$ cat src/hw/homing_cfg.svh
// register offsets, field positions, reset values and timing counts for the homing search block
`ifndef HOMING_CFG_SVH
`define HOMING_CFG_SVH

`define CLK_PERIOD_NS     25
`define SAMPLE_PERIOD_US  500
`define SAMPLE_CYCLES     ((`SAMPLE_PERIOD_US * 1000) / `CLK_PERIOD_NS)
`define DEBOUNCE_MAX_MS   20
`define WINDOW_MAX        ((`DEBOUNCE_MAX_MS * 1000) / `SAMPLE_PERIOD_US)

`define OFF_CONFIG        12'h000
`define OFF_CONTROL       12'h004
`define OFF_STATUS        12'h008
`define OFF_HOME_POS      12'h00C
`define OFF_POSITION      12'h010

`define CFG_MODE_LSB      0
`define CFG_DEB_LSB       8
`define CFG_INV_HOME      16
`define CFG_INV_ENDP      17
`define CFG_INV_ENDN      18
`define CFG_SWAP_END      19
`define CFG_NO_ZERO_MOVE  20
`define CFG_RESET         32'h0000_0013

`define CTL_START         0
`define CTL_ABORT         1

`define MODE_19           8'h13
`define MODE_20           8'h14
`define MODE_21           8'h15
`define MODE_22           8'h16

`endif

$ cat src/hw/homing_pkg.sv
// types shared by the homing search block
package homing_pkg;
	typedef enum logic [3:0] {
		ST_IDLE  = 4'b0001,
		ST_SEEK  = 4'b0010,
		ST_ZERO  = 4'b0100,
		ST_DONE  = 4'b1000
	} home_state_type;

	typedef struct packed {
		logic home;
		logic end_pos;
		logic end_neg;
	} switch_type;

	typedef struct packed {
		logic run;
		logic dir_pos;
		logic move_to_zero;
		logic limits_off;
	} motion_type;
endpackage

$ cat src/hw/homing_switch_edge_search.sv
// homing switch conditioning and edge search with apb registers
`timescale 1ns/10ps
`include "homing_cfg.svh"
// Functional notes
// - sample home switch every half millisecond
// - debounce home switch by majority vote
// - flip state when over half samples differ
// - window length from debounce time 0-20ms
// - zero debounce time passes samples directly
// - optional inversion forms switch logic states
// - end switch side assignment may swap
// - modes 19/20 switch active positive side
// - modes 19/20 inactive start searches positive
// - modes 21/22 active negative, inactive start searches negative
// - modes 19/21 latch on falling edge
// - modes 20/22 latch on rising edge
// - motor zero pulse ignored in these modes
// - move to zero after capture, suppressible
// - software end limits off during homing
module homing_switch_edge_search (
	// clock and reset
	input  wire logic                 pclk,
	input  wire logic                 presetn,
	// apb slave
	input  wire logic                 psel,
	input  wire logic                 penable,
	input  wire logic                 pwrite,
	input  wire logic [11:0]          paddr,
	input  wire logic [31:0]          pwdata,
	output logic      [31:0]          prdata,
	output logic                      pready,
	output logic                      pslverr,
	// switch inputs and axis feedback
	input  wire homing_pkg::switch_type switch_raw,
	input  wire logic                 zero_pulse,
	input  wire logic [31:0]          axis_position,
	input  wire logic                 zero_reached,
	// motion and switch logic states
	output homing_pkg::motion_type    motion,
	output homing_pkg::switch_type    switch_logic,
	output logic                      home_valid
);
	import homing_pkg::*;

	////////////////////////////////////////////////////////////////////////////////
	// registers and state
	logic [31:0]          config_reg;
	logic [31:0]          home_pos;
	logic [15:0]          tick_cnt;
	logic [`WINDOW_MAX-1:0] sample_hist;
	logic [5:0]           sample_fill;
	logic                 home_deb;
	home_state_type       state;
	home_state_type       next_state;
	logic [31:0]          next_prdata;

	////////////////////////////////////////////////////////////////////////////////
	// helpers
	function automatic logic [5:0] window_len(input logic [7:0] deb_ms);
		logic [7:0] ms;
		ms = (deb_ms > 8'(`DEBOUNCE_MAX_MS)) ? 8'(`DEBOUNCE_MAX_MS) : deb_ms;
		window_len = 6'(ms * 8'(1000 / `SAMPLE_PERIOD_US));
	endfunction

	function automatic logic [5:0] count_ones(input logic [`WINDOW_MAX-1:0] v, input logic [5:0] n);
		logic [5:0] c;
		c = 6'h00;
		for (int i = 0; i < `WINDOW_MAX; i++) begin
			if (6'(i) < n && v[i])
				c = c + 6'h01;
		end
		count_ones = c;
	endfunction

	////////////////////////////////////////////////////////////////////////////////
	// decode
	wire        setup_wr    = psel && !penable && pwrite;
	wire        access      = psel && penable;
	wire        wr_cfg      = access && pwrite && paddr == `OFF_CONFIG;
	wire        wr_ctl      = access && pwrite && paddr == `OFF_CONTROL;
	wire        start_req   = wr_ctl && pwdata[`CTL_START] && state != ST_SEEK && state != ST_ZERO;
	wire        abort_req   = wr_ctl && pwdata[`CTL_ABORT];
	wire        mapped      = paddr == `OFF_CONFIG || paddr == `OFF_CONTROL || paddr == `OFF_STATUS ||
	                          paddr == `OFF_HOME_POS || paddr == `OFF_POSITION;
	wire [7:0]  mode        = config_reg[`CFG_MODE_LSB +: 8];
	wire [5:0]  win         = window_len(config_reg[`CFG_DEB_LSB +: 8]);
	wire        tick        = tick_cnt == 16'(`SAMPLE_CYCLES - 1);
	wire        sample      = switch_raw.home;
	wire [`WINDOW_MAX-1:0] hist_next = {sample_hist[`WINDOW_MAX-2:0], sample};
	wire [5:0]  ones        = count_ones(hist_next, win);
	wire [5:0]  differ      = home_deb ? 6'(win - ones) : ones;
	wire        flip        = sample_fill >= win && {differ, 1'b0} > {1'b0, win};
	wire        next_deb    = (win == 6'h00) ? sample : (flip ? !home_deb : home_deb);
	wire        home_l      = home_deb ^ config_reg[`CFG_INV_HOME];
	wire        next_l      = next_deb ^ config_reg[`CFG_INV_HOME];
	wire        end_a       = switch_raw.end_pos ^ config_reg[`CFG_INV_ENDP];
	wire        end_b       = switch_raw.end_neg ^ config_reg[`CFG_INV_ENDN];
	wire        swap        = config_reg[`CFG_SWAP_END];
	wire        act_pos     = mode == `MODE_19 || mode == `MODE_20;
	wire        rise_mode   = mode == `MODE_20 || mode == `MODE_22;
	// inactive searches toward active side, active searches away
	wire        dir_pos     = act_pos ? !home_l : home_l;
	wire        rise        = tick && next_l && !home_l;
	wire        fall        = tick && !next_l && home_l;
	// edge counted only when reached with travel toward the proper side
	wire        dir_ok      = (rise_mode ? rise : fall) && (rise == (act_pos ? motion.dir_pos : !motion.dir_pos));
	wire        capture     = state == ST_SEEK && dir_ok;

	always_comb begin
		next_state = state;
		case (state)
			ST_IDLE: if (start_req) next_state = ST_SEEK;
			ST_SEEK: if (capture) next_state = config_reg[`CFG_NO_ZERO_MOVE] ? ST_DONE : ST_ZERO;
			ST_ZERO: if (zero_reached) next_state = ST_DONE;
			ST_DONE: if (start_req) next_state = ST_SEEK;
			default: next_state = ST_IDLE;
		endcase
		if (abort_req)
			next_state = ST_IDLE;
	end

	always_comb begin
		next_prdata = 32'h0000_0000;
		case (paddr)
			`OFF_CONFIG:   next_prdata = config_reg;
			`OFF_STATUS:   next_prdata = {24'h00_0000, state, 1'b0, switch_logic};
			`OFF_HOME_POS: next_prdata = home_pos;
			`OFF_POSITION: next_prdata = axis_position;
			default:       next_prdata = 32'h0000_0000;
		endcase
	end

	////////////////////////////////////////////////////////////////////////////////
	// apb slave, one wait-free access
	always_ff @(posedge pclk or negedge presetn) begin
		if (!presetn) begin
			config_reg <= `CFG_RESET;
			prdata     <= 32'h0000_0000;
			pready     <= 1'b0;
			pslverr    <= 1'b0;
		end else begin
			if (wr_cfg)
				config_reg <= pwdata;
			pready  <= psel && !penable;
			pslverr <= psel && !penable && !mapped;
			if (psel && !penable && !setup_wr)
				prdata <= next_prdata;
		end
	end

	////////////////////////////////////////////////////////////////////////////////
	// sampling tick and majority filter
	always_ff @(posedge pclk or negedge presetn) begin
		if (!presetn) begin
			tick_cnt    <= 16'h0000;
			sample_hist <= '0;
			sample_fill <= 6'h00;
			home_deb    <= 1'b0;
		end else begin
			tick_cnt <= tick ? 16'h0000 : tick_cnt + 16'h0001;
			if (tick) begin
				sample_hist <= hist_next;
				if (sample_fill < 6'(`WINDOW_MAX))
					sample_fill <= sample_fill + 6'h01;
				home_deb  <= next_deb;
			end
		end
	end

	////////////////////////////////////////////////////////////////////////////////
	// search sequencer and outputs
	always_ff @(posedge pclk or negedge presetn) begin
		if (!presetn) begin
			state        <= ST_IDLE;
			home_pos     <= 32'h0000_0000;
			motion       <= '0;
			switch_logic <= '0;
			home_valid   <= 1'b0;
		end else begin
			state <= next_state;
			if (capture)
				home_pos <= axis_position;
			switch_logic <= {home_l, swap ? end_b : end_a, swap ? end_a : end_b};
			if (state != ST_SEEK)
				motion.dir_pos <= dir_pos;
			motion.run          <= next_state == ST_SEEK || next_state == ST_ZERO;
			motion.move_to_zero <= next_state == ST_ZERO;
			motion.limits_off   <= next_state == ST_SEEK || next_state == ST_ZERO;
			if (start_req)
				home_valid <= 1'b0;
			else if (capture)
				home_valid <= 1'b1;
		end
	end
endmodule

$ cat config.mk
export PLATFORM = sky130hd
export DESIGN_NAME = homing_switch_edge_search
export DESIGN_NICKNAME = d
export VERILOG_FILES = /design/src/hw/homing_pkg.sv /design/src/hw/homing_switch_edge_search.sv
export VERILOG_INCLUDE_DIRS = /design/src /design/src/hw
export SDC_FILE = /design/constraint.sdc
export NUM_CORES = 1
export LEC_CHECK = 0
export ABC_AREA = 1
export BUFFER_PORTS_ARGS = -buffer_cell sky130_fd_sc_hd__buf_4
export CAP_MARGIN = 0
export CORE_MARGIN = 2
export CORE_UTILIZATION = 55
export DETAILED_ROUTE_END_ITERATION = 6
export GPL_ROUTABILITY_DRIVEN = 0
export PLACE_DENSITY = 0.74
export SLEW_MARGIN = 30
export SYNTH_ARGS = -nofsm -noshare
export SYNTH_HDL_FRONTEND = slang
export SYNTH_SLANG_ARGS = --single-unit
$ cat constraint.sdc
create_clock -name pclk -period 73.6 [get_ports pclk]
set_input_delay 14.72 -clock pclk [delete_from_list [all_inputs] [get_ports pclk]]
set_output_delay 14.72 -clock pclk [all_outputs]
set_load 0.01 [all_outputs]
## Word level (Yosys, flattened, before mapping)

Index checks and enable logic that the tools add are counted.

| word-level totals | value |
|---|---|
| bits in registers | 171 |
| bits of input ports | 86 |
| word-level logic and storage cells | 261 |

| cells by class | value |
|---|---|
| order comparisons | 44 |
| multiplexer cells | 59 |
| equal/unequal tests | 17 |
| bitwise gates (word level) | 4 |
| reductions and logical operators | 78 |
| add/subtract/negate cells | 42 |

Operator list:

| operator | count |
|---|---|
| adder 6 x 1 -> 6 bit (second input constant) | 40 |
| 2-to-1 mux 6 bit | 40 |
| case mux 32 bit (4 select lines) | 1 |
| < comparator 5 x 6 -> 1 bit (first input constant) | 16 |
| logical AND 1 bit | 59 |
| < comparator 4 x 6 -> 1 bit (first input constant) | 8 |
| < comparator 6 bit (first input constant) | 8 |
| equality test 12 x 4 -> 1 bit (second input constant) | 2 |
| equality test 8 x 5 -> 1 bit (second input constant) | 3 |
| < comparator 3 x 6 -> 1 bit (first input constant) | 4 |
| 2-to-1 mux 4 bit | 5 |
| adder 16 x 1 -> 16 bit (second input constant) | 1 |
| equality test 16 x 15 -> 1 bit (second input constant) | 1 |
| 2-to-1 mux 16 bit | 1 |
| equality test 12 x 3 -> 1 bit (second input constant) | 1 |
| equality test 12 x 5 -> 1 bit (second input constant) | 1 |
| logical NOT 12 bit | 1 |
| < comparator 1 x 6 -> 1 bit (first input constant) | 2 |
| < comparator 2 x 6 -> 1 bit (first input constant) | 2 |
| case mux 4 bit (3 select lines) | 1 |
| 2-to-1 mux 1 bit | 10 |
| equality test 4 x 2 -> 1 bit (second input constant) | 2 |
| equality test 4 x 3 -> 1 bit (second input constant) | 2 |
| > comparator 8 x 5 -> 1 bit (second input constant) | 1 |
| 17 further kinds | 32 |

## Longest topological paths before layout

Gate-level depths: netlist of the first run.

| logic depth | value |
|---|---|
| depth after elaboration | 101 |
| gate-level depth with buffers | 152 |

## Worst setup path after synthesis of the first run

No wires, ideal clock.

| timing | value |
|---|---|
| path kind | in2reg |
| from | input port switch_raw[2] (netlist bit) |
| to | register home_pos[22] |
| arrival | 36,613 ps |
| library setup time | 117 ps |
| stages | 143 |
| setup slack | 36,869 ps |
| required time | 73,483 ps |
| cells stage by stage | inv_1 nor2_1 ha_1 inv_1 nand2_2 nand2_2 nand2_1 o211ai_1 ha_1 or2_1 and2_1 ha_1 nand2_1 nand2_1 ha_1 or2_2 nand2_1 inv_1 [... 107 more ...] a21oi_1 o21ai_0 a21oi_1 nor2_1 o22ai_1 nand3_2 nand2_1 nand2_1 nand3_2 nand3_1 nand3_1 nand2_1 nand2_2 nand3_2 buf_6 buf_8 nand2_2 o21ai_2 |

| on the way | value |
|---|---|
| longest elaborated chain between the ends | 93 |

RTL lines:

| element | RTL line | RTL |
|---|---|---|
| from (decl) | homing_switch_edge_search.sv:34 | `input wire homing_pkg::switch_type switch_raw,` |
| logical AND 1 bit | homing_switch_edge_search.sv:69 | `if (6'(i) < n && v[i])` |
| 2-to-1 mux 1 bit | homing_switch_edge_search.sv:69 |  |
| adder 6 x 1 -> 6 bit | homing_switch_edge_search.sv:70 | `c = c + 6'h01;` |
| 2-to-1 mux 6 bit | homing_switch_edge_search.sv:69 |  |
| adder 6 x 1 -> 6 bit | homing_switch_edge_search.sv:70 |  |
| 2-to-1 mux 6 bit | homing_switch_edge_search.sv:69 |  |
| adder 6 x 1 -> 6 bit | homing_switch_edge_search.sv:70 |  |
| 2-to-1 mux 6 bit | homing_switch_edge_search.sv:69 |  |
| [... 76 more ...] | -- |  |
| 2-to-1 mux 1 bit | homing_switch_edge_search.sv:93 | `wire next_deb = (win == 6'h00) ? sample : (flip ? !home_deb : home_deb);` |
| 2-to-1 mux 1 bit (*) | homing_switch_edge_search.sv:93 |  |
| XOR 1 bit (*) | homing_switch_edge_search.sv:95 | `` wire next_l = next_deb ^ config_reg[`CFG_INV_HOME]; `` |
| logical NOT 1 bit | homing_switch_edge_search.sv:104 | `wire fall = tick && !next_l && home_l;` |
| logical AND 1 bit (2 in series) | homing_switch_edge_search.sv:104 |  |
| 2-to-1 mux 1 bit | homing_switch_edge_search.sv:106 | `wire dir_ok = (rise_mode ? rise : fall) && (rise == (act_pos ? motion.dir_pos : !motion.dir_pos));` |
| logical AND 1 bit (*) | homing_switch_edge_search.sv:106 |  |
| logical AND 1 bit (*) | homing_switch_edge_search.sv:107 | `wire capture = state == ST_SEEK && dir_ok;` |
| to (signal assigned) | homing_switch_edge_search.sv:182 | `home_pos <= axis_position;` |
| to (decl) | homing_switch_edge_search.sv:48 | `logic [31:0] home_pos;` |

Mark *: on every way between the ends. The rest lies on a longest branch, timed or not.
A chain may end at the register's enable or synchronous reset.

## Worst setup path after layout of the first run

| timing | value |
|---|---|
| from | input port switch_raw[2] (netlist bit) |
| to | register home_pos[1] |

Same word-level chain as after synthesis.

==> results of run 1 <==
cell usage in the layout, fill, tap and decap left out, types with 3 or more instances in the layout:
cell type | netlist | routed
mux2_2 | 11 | 11
or2_2 | 13 | 13
a21oi_1 | 57 | 57
xnor2_1 | 7 | 7
nor2_4 | 3 | 3
nand3_2 | 84 | 83
nand3_4 | 2 | 3
nand2_4 | 11 | 12
inv_6 | 0 | 3
dfrtp_1 | 167 | 167
o22ai_1 | 19 | 19
nor3_1 | 11 | 11
nor2_2 | 3 | 3
nand2_1 | 459 | 457
nor2_1 | 180 | 180
inv_2 | 9 | 11
ha_1 | 55 | 55
inv_8 | 0 | 6
xor2_1 | 11 | 11
buf_4 | 2 | 131
o21ai_1 | 5 | 5
nand3_1 | 165 | 165
and2_1 | 6 | 6
clkbuf_16 | 0 | 17
o21ai_2 | 29 | 29
nand3b_1 | 20 | 20
nor4_1 | 12 | 12
clkinv_8 | 0 | 3
a31oi_1 | 5 | 5
nand3b_2 | 6 | 6
inv_1 | 397 | 395
dfstp_2 | 4 | 4
a221oi_1 | 15 | 15
nand2_2 | 180 | 181
nand4_1 | 24 | 24
o21ai_0 | 94 | 94
cells by family after synthesis:
| group | Yosys count | share of synthesized area [%] |
|---|---|---|
| multiplexers | 11 | 0.8529 |
| XOR/XNOR | 18 | 1.085 |
| AND/OR/NAND/NOR | 1184 | 41.80 |
| adder cells (fa/ha/maj) | 56 | 4.876 |
| AO/OA/AOI/OAI | 238 | 9.855 |
| flip-flops | 171 | 29.50 |
| buffers and inverters | 443 | 12.03 |
power breakdown:
part / internal [W] / total, W / switching [W]
combinational: 0.00000588 / 0.0000146 / 0.00000873
sequential: 0.0000940 / 0.0000941 / 0.0000000816
clock: 0.0000458 / 0.0000898 / 0.0000439
worst paths after layout:
path	start	endpoint	cells after the start
worst min-delay path	tick_cnt[0]$_DFF_PN0_	tick_cnt[0]$_DFF_PN0_	1
worst max-delay path	switch_raw[2]	home_pos[1]$_DFFE_PN0P_	144
min in group asynchronous	presetn	motion[0]$_DFF_PN0_	1
worst min register to register	tick_cnt[0]$_DFF_PN0_	tick_cnt[0]$_DFF_PN0_	1
max in group asynchronous	presetn	home_pos[1]$_DFFE_PN0P_	2
worst max register to register	config_reg[11]$_DFFE_PN0P_	home_pos[1]$_DFFE_PN0P_	146
critical path, delay by kind of cell:
| kind | cells | cell delay, ns |
|---|---|---|
| buffers and inverters | 10 | 1.41 |
| AND/OR/NAND/NOR | 80 | 9.09 |
| XOR/XNOR | 1 | 0.14 |
| AO/OA/AOI/OAI | 14 | 2.48 |
| adder cells (fa/ha/maj) | 39 | 11.49 |
through the flow:
stage	worst slack (ns)	total power (W)
4_1_cts	34.46	0.0001996
2_1_floorplan	36.87	0.0001032
5_1_grt	32.59	0.0002063
6_report	34.50	0.0001985
3_5_place_dp	34.19	0.0001107
3_3_place_gp	34.56	0.0001102
cell type report:
type / count / share of cell area, %
clock buffer: 17 / 2.604
clock inverter: 15 / 1.026
inverter: 408 / 9.375
timing repair buffer: 132 / 6.112
tap: 335 / 2.566
sequential: 171 / 26.23
multi-input combinational: 1507 / 52.09
per-layer routing:
layer	vias to the layer above	GRT usage [%]
met3	50	3.398
met2	223	42.36
met4	0	7.009
li1	6958	-
met5	-	0
met1	6120	31.96
==> impl_metrics.py, run 1 <==
metrics = {
    "run_status": {
        "status": "finished clean",
    },
    "drt": {
        "avgRoutedWirePerCell_um": 12.71,
        "met3RoutedLength_mm": 1.134,
        "routed_wl_mm": 32.86,
        "dr.max_layer_used": "met4",
        "wl_met2_mm": 15.74,
        "via_per_inst": 5.165,
        "met1_length_mm": 15.22,
        "vias": 13350,
        "first_iter_violations": 796,
        "ant_nets": 0,
        "drc": 0,
        "dr.pass1.iters": 5,
    },
    "critical_path": {
        "crit_fanout": 62,
        "crit_arrival_ns": 39.46,
        "cp-end-kind": "flop",
        "crit_top_cell": "nand2_1",
        "crit_path_max_incr_delay_ns": 0.74,
        "cp_slowest_cell": "buf_4",
        "required_ns": 73.95,
        "crit_path_start_kind": "input port",
        "r2r_setup_slack_ns": 47.49,
        "worstSetupPathType": "in2reg",
    },
    "yosys": {
        "synth.avg_cell_area_um2": 6.848,
        "synth-main-ff-cell": "dfrtp_1",
        "ys_types": 53,
        "syn_nets": 2263,
        "synth_edf_count": 0,
        "syn_area_um2": 14520,
        "ys_ff_latch": 171,
        "yosysTopAreaCellShare_pct": 28.77,
        "synth-async-reset-ratio_pct": 100.0,
        "synth.top_cells.by_area": "dfrtp_1 (29%), nand2_1 (12%), inv_1 (10%)",
        "synth_area_leader_cell": "dfrtp_1",
        "syn_inst": 2121,
        "synth_common_cells": "nand2_1 (459), inv_1 (397), nand2_2 (180), nor2_1 (180), dfrtp_1 (167)",
        "yosysWarnings": 0,
        "ys_seq_area_share_pct": 29.50,
        "post-synth-top-count-cell": "nand2_1",
    },
    "die": {
        "core_area_um2": 25980,
        "num_rows": 59,
        "dieArea_um2": 27720,
        "initial_utilization_pct": 55.89,
        "die_w_um": 166.5,
        "io_pins": 128,
        "die_h_um": 166.5,
    },
    "final_layout": {
        "fin_nets": 2379,
        "multiInputGateArea_um2": 8509,
        "fin_area_um2": 16340,
        "fin_cells": 2585,
        "diodes": 0,
        "largest_reg_flops": 39,
        "top_register": "sample_hist",
        "regArea_um2": 4284,
        "fillers": 2373,
        "drive_above_1_share_pct": 23.51,
        "final_util_pct": 62.87,
        "area_growth_pct": 12.47,
    },
    "timing": {
        "worst_slew_pin_slew_ns": 0.9398,
        "min_period_over_period_pct": 53.13,
        "final_max_slew_viol_count": 0,
        "fin_skew_ns": 0.01895,
        "fin_setup_tns_ns": 0,
        "rsz0062_at_grt": "no",
        "fmax_mhz": 25.57,
        "period_minus_slack_ns": 39.10,
        "hold_viol_final": 0,
        "relSlewSlack_pct": 37.35,
        "setup_violations": 0,
        "hold_slack_ns": 0.4690,
    },
    "global_routing": {
        "grt_pass1_wl_mm": 57.88,
        "track_usage_pct": 24.45,
        "antenna_found_initial": 0,
        "first_global_vias": 13000,
        "grt.overflow.total": 0,
        "grt_max_degree": 111,
    },
    "placed_design": {
        "portBuffers": 126,
        "hpwl_mm": 25.05,
        "postPlaceCellArea_um2": 15740,
        "placed_cells": 2553,
    },
    "pwr": {
        "peakVddDrop_mv": 0.01400,
        "leakagePower_nw": 8.889,
        "p_per_area_nw_per_um2": 12.15,
    },
    "hold_path": {
        "hold_class": "reg2reg",
    },
    "clocking": {
        "htree_levels": 4,
        "post_cts_resized": 0,
        "clockRootBuffer": "clkbuf_16",
        "hold_buffers": 0,
        "numClockSinks": 171,
        "cts_tree": "built",
        "cts_setup_buffers": 0,
        "clock_path_buffers": 2,
        "cts_made_buffers": 17,
        "clkTransAtPathRegs_ns": 0.07,
        "clock_latency_ns": 0.45,
    },
    "job": {
        "max_cap_violations": 0,
    },
}
Power figures use the tool's default switching activity.
==> run 2, diff against run 1 <==
Settings changed: ABC_AREA 1 to 0, PLACE_DENSITY 0.74 to 0.78.
Clock period 73.6 ns to 31.6 ns, I/O delays scaled along.
==> run 2 against run 1 <==
Effect of this change:
- count of clock-buffer cells in the layout increased by 1
- critical path depth decreased by 12
- global-route usage increased by 3.4 points
- non-clock buffer count increased by 72
- largest cell class unchanged
- power increased by 130%
- sequential cell count unchanged
- synthesized cell count decreased by 27%
- critical endpoint is now home_pos[11]$_DFFE_PN0P_
- clock skew decreased by 0.0030 ns
- clock power increased by 140%
- core utilization increased by 3.6 points
- via count decreased by 5.5%
- combinational power increased by 71%
==> impl_metrics.py, run 2 <==
metrics = {
    "yosys": {
        "synth-compound-area-share_pct": 15.98,
        "synthMuxAreaShare_pct": 10.60,
        "synth-main-ff-cell": "dfrtp_1",
        "synth_top_family_by_area": "simple AND/OR/NAND/NOR gates",
        "ys_seq_area_share_pct": 30.17,
        "yosysWarnings": 0,
        "yosysTopAreaCellShare_pct": 29.43,
        "synth_common_cells": "nand2_1 (197), dfrtp_1 (167), xnor2_1 (128), nor2_1 (90), o21ai_0 (87)",
        "synth_edf_count": 0,
        "synth_area_leader_cell": "dfrtp_1",
        "syn_area_um2": 14200,
        "synthXorXnorAreaFrac_pct": 16.26,
        "synthSimpleGateAreaFrac_pct": 18.53,
        "post-synth-top-count-cell": "nand2_1",
        "syn_nets": 1687,
        "syn_inst": 1545,
        "synth-async-reset-ratio_pct": 100.0,
        "synth.top_cells.by_area": "dfrtp_1 (29%), xnor2_1 (7.9%), mux2_2 (6.5%)",
        "synth.avg_cell_area_um2": 9.191,
        "yosys.area_share.adder_pct": 4.987,
        "ys_types": 99,
        "ys_ff_latch": 171,
    },
    "drt": {
        "ant_nets": 0,
        "avgRoutedWirePerCell_um": 18.83,
        "drc": 0,
        "routed_wl_mm": 38.37,
        "vias": 12610,
        "dr.pass1.iters": 5,
        "first_iter_violations": 1106,
        "via_per_inst": 6.189,
    },
    "die": {
        "initial_utilization_pct": 56.23,
        "core_area_um2": 25250,
        "die_w_um": 164.7,
        "io_pins": 128,
        "num_rows": 58,
        "die_h_um": 164.7,
        "dieArea_um2": 27120,
    },
    "timing": {
        "hold_viol_final": 0,
        "fin_setup_tns_ns": 0,
        "relSlewSlack_pct": 39.49,
        "hold_slack_ns": 0.4688,
        "fmax_mhz": 32.45,
        "worst_slew_pin_slew_ns": 0.8994,
        "setup_violations": 0,
        "period_minus_slack_ns": 30.82,
        "min_period_over_period_pct": 97.53,
        "finalWorstSetupSlack_ns": 0.7807,
        "fin_skew_ns": 0.01593,
        "final_max_slew_viol_count": 0,
    },
    "pwr": {
        "p_per_area_nw_per_um2": 27.66,
        "peakVddDrop_mv": 0.03534,
        "leakagePower_nw": 7.522,
    },
    "critical_path": {
        "crit-reg2reg-launch": "config_reg[15]$_DFFE_PN0P_",
        "crit_top_cell": "ha_1",
        "crit_path_start_kind": "input port",
        "cp_slowest_cell": "mux2_4",
        "worstSetupPathType": "in2reg",
        "cp-end-kind": "flop",
        "crit_arrival_ns": 31.14,
        "crit_path_max_incr_delay_ns": 0.41,
        "required_ns": 31.92,
        "r2r_end": "home_pos[11]$_DFFE_PN0P_",
        "crit_fanout": 6,
        "ff2ff_path_depth": 135,
        "r2r_setup_slack_ns": 4.54,
    },
    "final_layout": {
        "top_register": "sample_hist",
        "diodes": 0,
        "final_common_cell": "buf_4",
        "drive_above_1_share_pct": 25.82,
        "area_growth_pct": 18.29,
        "layout_common_cells": "buf_4 (197), nand2_1 (196), dfrtp_1 (167)",
        "fin_nets": 1837,
        "largest_reg_flops": 39,
        "fin_cells": 2038,
    },
    "clocking": {
        "cts_made_buffers": 17,
        "cts_tree": "built",
        "clockRootBuffer": "clkbuf_16",
        "clock_latency_ns": 0.44,
        "htree_levels": 4,
        "numClockSinks": 171,
        "clkTransAtPathRegs_ns": 0.07,
        "clock_path_buffers": 2,
    },
    "global_routing": {
        "antenna_found_initial": 0,
        "track_usage_pct": 27.82,
        "grt_pass1_wl_mm": 60.67,
        "first_global_vias": 12400,
        "grt.overflow.total": 0,
        "grt_max_degree": 96,
    },
    "placed_design": {
        "placed_cells": 1984,
        "dp_worst_setup_slack_ns": -0.6750,
        "hpwl_mm": 26.77,
        "portBuffers": 126,
    },
    "hold_path": {
        "holdPathStages": 1,
        "holdPathEnd": "tick_cnt[4]$_DFF_PN0_",
        "hold_start": "tick_cnt[4]$_DFF_PN0_",
        "hold_class": "reg2reg",
    },
    "run_status": {
        "status": "finished clean",
    },
    "job": {
        "max_cap_violations": 0,
    },
}
## run 2: changes by cell type after synthesis, moves of 22 or more
cell	before	now
and3_1	0	22
mux2_2	11	82
nand2_2	180	0
inv_1	397	43
xor2_1	11	53
nand3_2	84	0
xnor2_1	7	128
nand3_1	165	55
o21ai_2	29	1
clkbuf_1	26	52
mux2_4	0	26
nand2_1	459	197
a222oi_1	0	32
nor2_1	180	90
## run 2: final cells by class
cell class                 instances  area [um2]
inverter                          44       165.2
clock inverter                    14       148.9
sequential                       171        4284
multi-input combinational       1257        9753
timing repair buffer             204        1594
fill                            1976        8457
tap                              330       412.9
clock buffer                      18       439.2
## run 2: critical path: cells and delay by family
kind                     cells  cell delay, ns
adder cells (fa/ha/maj)     38           10.99
AO/OA/AOI/OAI               34            4.71
multiplexers                13            3.38
AND/OR/NAND/NOR             30            3.12
XOR/XNOR                     8            1.63
buffers and inverters        9            0.96
## run 2: repair_timing
| item | 4_1_cts | 5_1_grt |
|---|---|---|
| resized for setup | 8 | 54 |
| pin swaps | 2 | 37 |
| gates cloned | 0 | 3 |
| buffers inserted | 1 | 18 |
| hold buffers | 0 | 0 |
| setup endpoints to repair | 38 | 39 |
| endpoints found under the hold margin | 0 | 0 |
## run 2: kinds of logic (layout without fill, tap and decap cells)
group / Yosys count / count (layout)
xor gates and xnor gates: 215 / 215
AOI/OAI and AO/OA: 325 / 325
DFF: 171 / 171
muxes: 127 / 127
and+or+nand+nor: 534 / 534
buffers and inverters: 117 / 280
adders and majority gates: 56 / 56
## run 2: per-layer routing
layer | track usage, % | vias up | wire (um)
li1 | - | 5899 | -
met1 | 35.00 | 6180 | 16170
met2 | 47.93 | 444 | 18940
met3 | 3.943 | 90 | 1995
met4 | 11.86 | 0 | 1266
met5 | 0 | - | 0
## run 2: report_power, final
| group | internal, W | switching, W |
|---|---|---|
| registers | 0.000222 | 0.00000215 |
| logic | 0.0000128 | 0.0000122 |
| clock network | 0.000114 | 0.000101 |
| total | 0.000349 | 0.000116 |
## run 2: per-stage QoR
| step | area (um2) | util, % | power, W |
|---|---|---|---|
| finish | 16800 | 66.51 | 0.0004645 |
| global route | 16800 | 66.51 | 0.0004771 |
| CTS | 16330 | 64.65 | 0.0004656 |
| detailed placement | 15690 | 62.13 | 0.0002526 |
| global placement | 15690 | 62.13 | 0.0002517 |
| floorplan | 14200 | - | 0.0002355 |
## run 2: how the worst max path moves through the flow
stage	start	endpoint	slack [ns]	cells past startpoint
6_report	switch_raw[2]	home_pos[11]$_DFFE_PN0P_	0.78	132
5_1_grt	switch_raw[2]	home_pos[11]$_DFFE_PN0P_	-0.48	134
4_1_cts	switch_raw[2]	home_pos[18]$_DFFE_PN0P_	0.02	132
3_5_place_dp	switch_raw[2]	home_pos[25]$_DFFE_PN0P_	-0.67	132
3_3_place_gp	switch_raw[2]	home_pos[21]$_DFFE_PN0P_	-0.04	132
2_1_floorplan	switch_raw[2]	home_pos[16]$_DFFE_PN0P_	0.56	133
==> run 3, diff against run 2 <==
Settings changed: CTS_BUF_LIST set to sky130_fd_sc_hd__clkbuf_8.
==> run 3 against run 2 <==
Effect of this change:
- power is 12% lower
- cell count stayed put
- maximum frequency is 0.22% higher
- combinational power hardly changed
- sequential cell count stayed put
- the run now ends with design-rule violations left
- worst setup slack better by 0.068 ns
- critical endpoint unchanged
- critical path type unchanged
==> impl_metrics.py, run 3 (same netlist as run 2, synthesis figures left out) <==
metrics = {
    "placed_design": {
        "postPlaceCellArea_um2": 15690,
        "hpwl_mm": 26.77,
        "placed_cells": 1984,
        "dp_worst_setup_slack_ns": -0.6750,
        "portBuffers": 126,
    },
    "final_layout": {
        "drive_above_1_share_pct": 25.70,
        "area_growth_pct": 16.95,
        "final_common_cell": "buf_4",
        "fin_cells": 2038,
        "largest_reg_flops": 39,
        "top_register": "sample_hist",
        "fin_nets": 1837,
        "final_util_pct": 65.76,
        "diodes": 0,
        "fin_area_um2": 16610,
        "layout_common_cells": "buf_4 (197), nand2_1 (196), dfrtp_1 (167)",
    },
    "clocking": {
        "clock_path_buffers": 2,
        "clock_latency_ns": 0.48,
        "numClockSinks": 171,
        "htree_levels": 4,
        "cts_made_buffers": 17,
        "clockRootBuffer": "clkbuf_8",
        "cts_tree": "built",
        "clkTransAtPathRegs_ns": 0.10,
    },
    "timing": {
        "fmax_mhz": 32.52,
        "period_minus_slack_ns": 30.75,
        "relSlewSlack_pct": 40.37,
        "setup_violations": 0,
        "finalWorstSetupSlack_ns": 0.8484,
        "final_max_slew_viol_count": 0,
        "fin_skew_ns": 0.01829,
        "worst_slew_pin_slew_ns": 0.8863,
        "hold_viol_final": 0,
        "min_period_over_period_pct": 97.32,
    },
    "global_routing": {
        "grt_pass1_wl_mm": 60.12,
        "track_usage_pct": 27.54,
        "antenna_found_initial": 0,
        "grt.overflow.total": 0,
        "first_global_vias": 12350,
        "grt_max_degree": 96,
    },
    "critical_path": {
        "r2r_setup_slack_ns": 4.51,
        "crit_arrival_ns": 31.11,
        "worstSetupPathType": "in2reg",
        "crit_fanout": 6,
        "crit_path_start_kind": "input port",
        "cp-end-kind": "flop",
        "crit_buf_inv": 10,
        "required_ns": 31.96,
        "cp_slowest_cell": "mux2_4",
        "cp_top_family": "adder cells",
        "crit_path_max_incr_delay_ns": 0.41,
        "crit_top_cell": "ha_1",
    },
    "die": {
        "dieArea_um2": 27120,
        "initial_utilization_pct": 56.23,
        "num_rows": 58,
        "die_w_um": 164.7,
        "die_h_um": 164.7,
        "io_pins": 128,
        "core_area_um2": 25250,
    },
    "drt": {
        "routed_wl_mm": 38.46,
        "vias": 12650,
        "via_per_inst": 6.207,
        "drc": 2,
        "ant_nets": 0,
        "first_iter_violations": 1126,
        "dr.pass1.iters": 7,
        "avgRoutedWirePerCell_um": 18.87,
    },
    "run_status": {
        "violations": "design-rule violations",
        "status": "complete, but fails checks",
    },
    "job": {
        "max_cap_violations": 0,
    },
    "pwr": {
        "leakagePower_nw": 7.435,
        "peakVddDrop_mv": 0.02522,
        "p_per_area_nw_per_um2": 24.74,
    },
    "hold_path": {
        "hold_class": "reg2reg",
    },
}
run 3: cell count changes in the layout (fill, tap and decap cells not counted), moves of 2 or more:
cell / previous run / this run
a21oi_1: 51 / 53
a21oi_2: 10 / 8
clkbuf_16: 19 / 2
clkbuf_8: 1 / 18
xnor2_1: 122 / 124
xnor2_2: 7 / 5
run 3: through the flow:
stage / hold slack, ns / setup TNS (ns) / total power, W
floorplan: 0.4386 / 0 / 0.0002355
CTS: 0.4822 / 0 / 0.0004124
detailed placement: 0.4629 / -23.79 / 0.0002526
finish: 0.4785 / 0 / 0.0004109
global placement: 0.4569 / -0.8001 / 0.0002517
global route: 0.4928 / -15.50 / 0.0004243
run 3: report_power, final:
part / internal, W / total, W / switching [W]
sequential: 0.000222 / 0.000224 / 0.00000216
combinational: 0.0000128 / 0.0000249 / 0.0000121
clock: 0.0000680 / 0.000162 / 0.0000941
total: 0.000302 / 0.000411 / 0.000108
run 3: path summary, 6_finish.rpt:
kind | depth (start not counted) | from | end
min in group asynchronous | 1 | presetn | home_pos[27]$_DFFE_PN0P_
min | 1 | tick_cnt[4]$_DFF_PN0_ | tick_cnt[4]$_DFF_PN0_
max reg2reg | 135 | config_reg[15]$_DFFE_PN0P_ | home_pos[11]$_DFFE_PN0P_
max | 132 | switch_raw[2] | home_pos[11]$_DFFE_PN0P_
max in group asynchronous | 2 | presetn | home_pos[16]$_DFFE_PN0P_
min reg2reg | 1 | tick_cnt[4]$_DFF_PN0_ | tick_cnt[4]$_DFF_PN0_
run 3: timing repair:
item	4_1_cts	5_1_grt
hold buffers	0	0
setup buffers	0	19
pin swaps	2	38
resized for setup	6	54
gates cloned	0	3
setup endpoints to repair	36	39
run 3: layout make-up:
cell class / instances / area (um2)
inverter: 44 / 165.2
clock buffer: 18 / 247.7
tap: 330 / 412.9
fill: 2019 / 8647
multi-input combinational: 1257 / 9754
timing repair buffer: 204 / 1594
clock inverter: 14 / 148.9
sequential: 171 / 4284
run 3: layer usage:
layer	global-route usage, %	up-vias	wire (um)
met3	3.591	100	2293
li1	-	5909	-
met5	0	-	0
met2	47.17	491	18940
met1	34.93	6150	15820
met4	12.13	0	1410
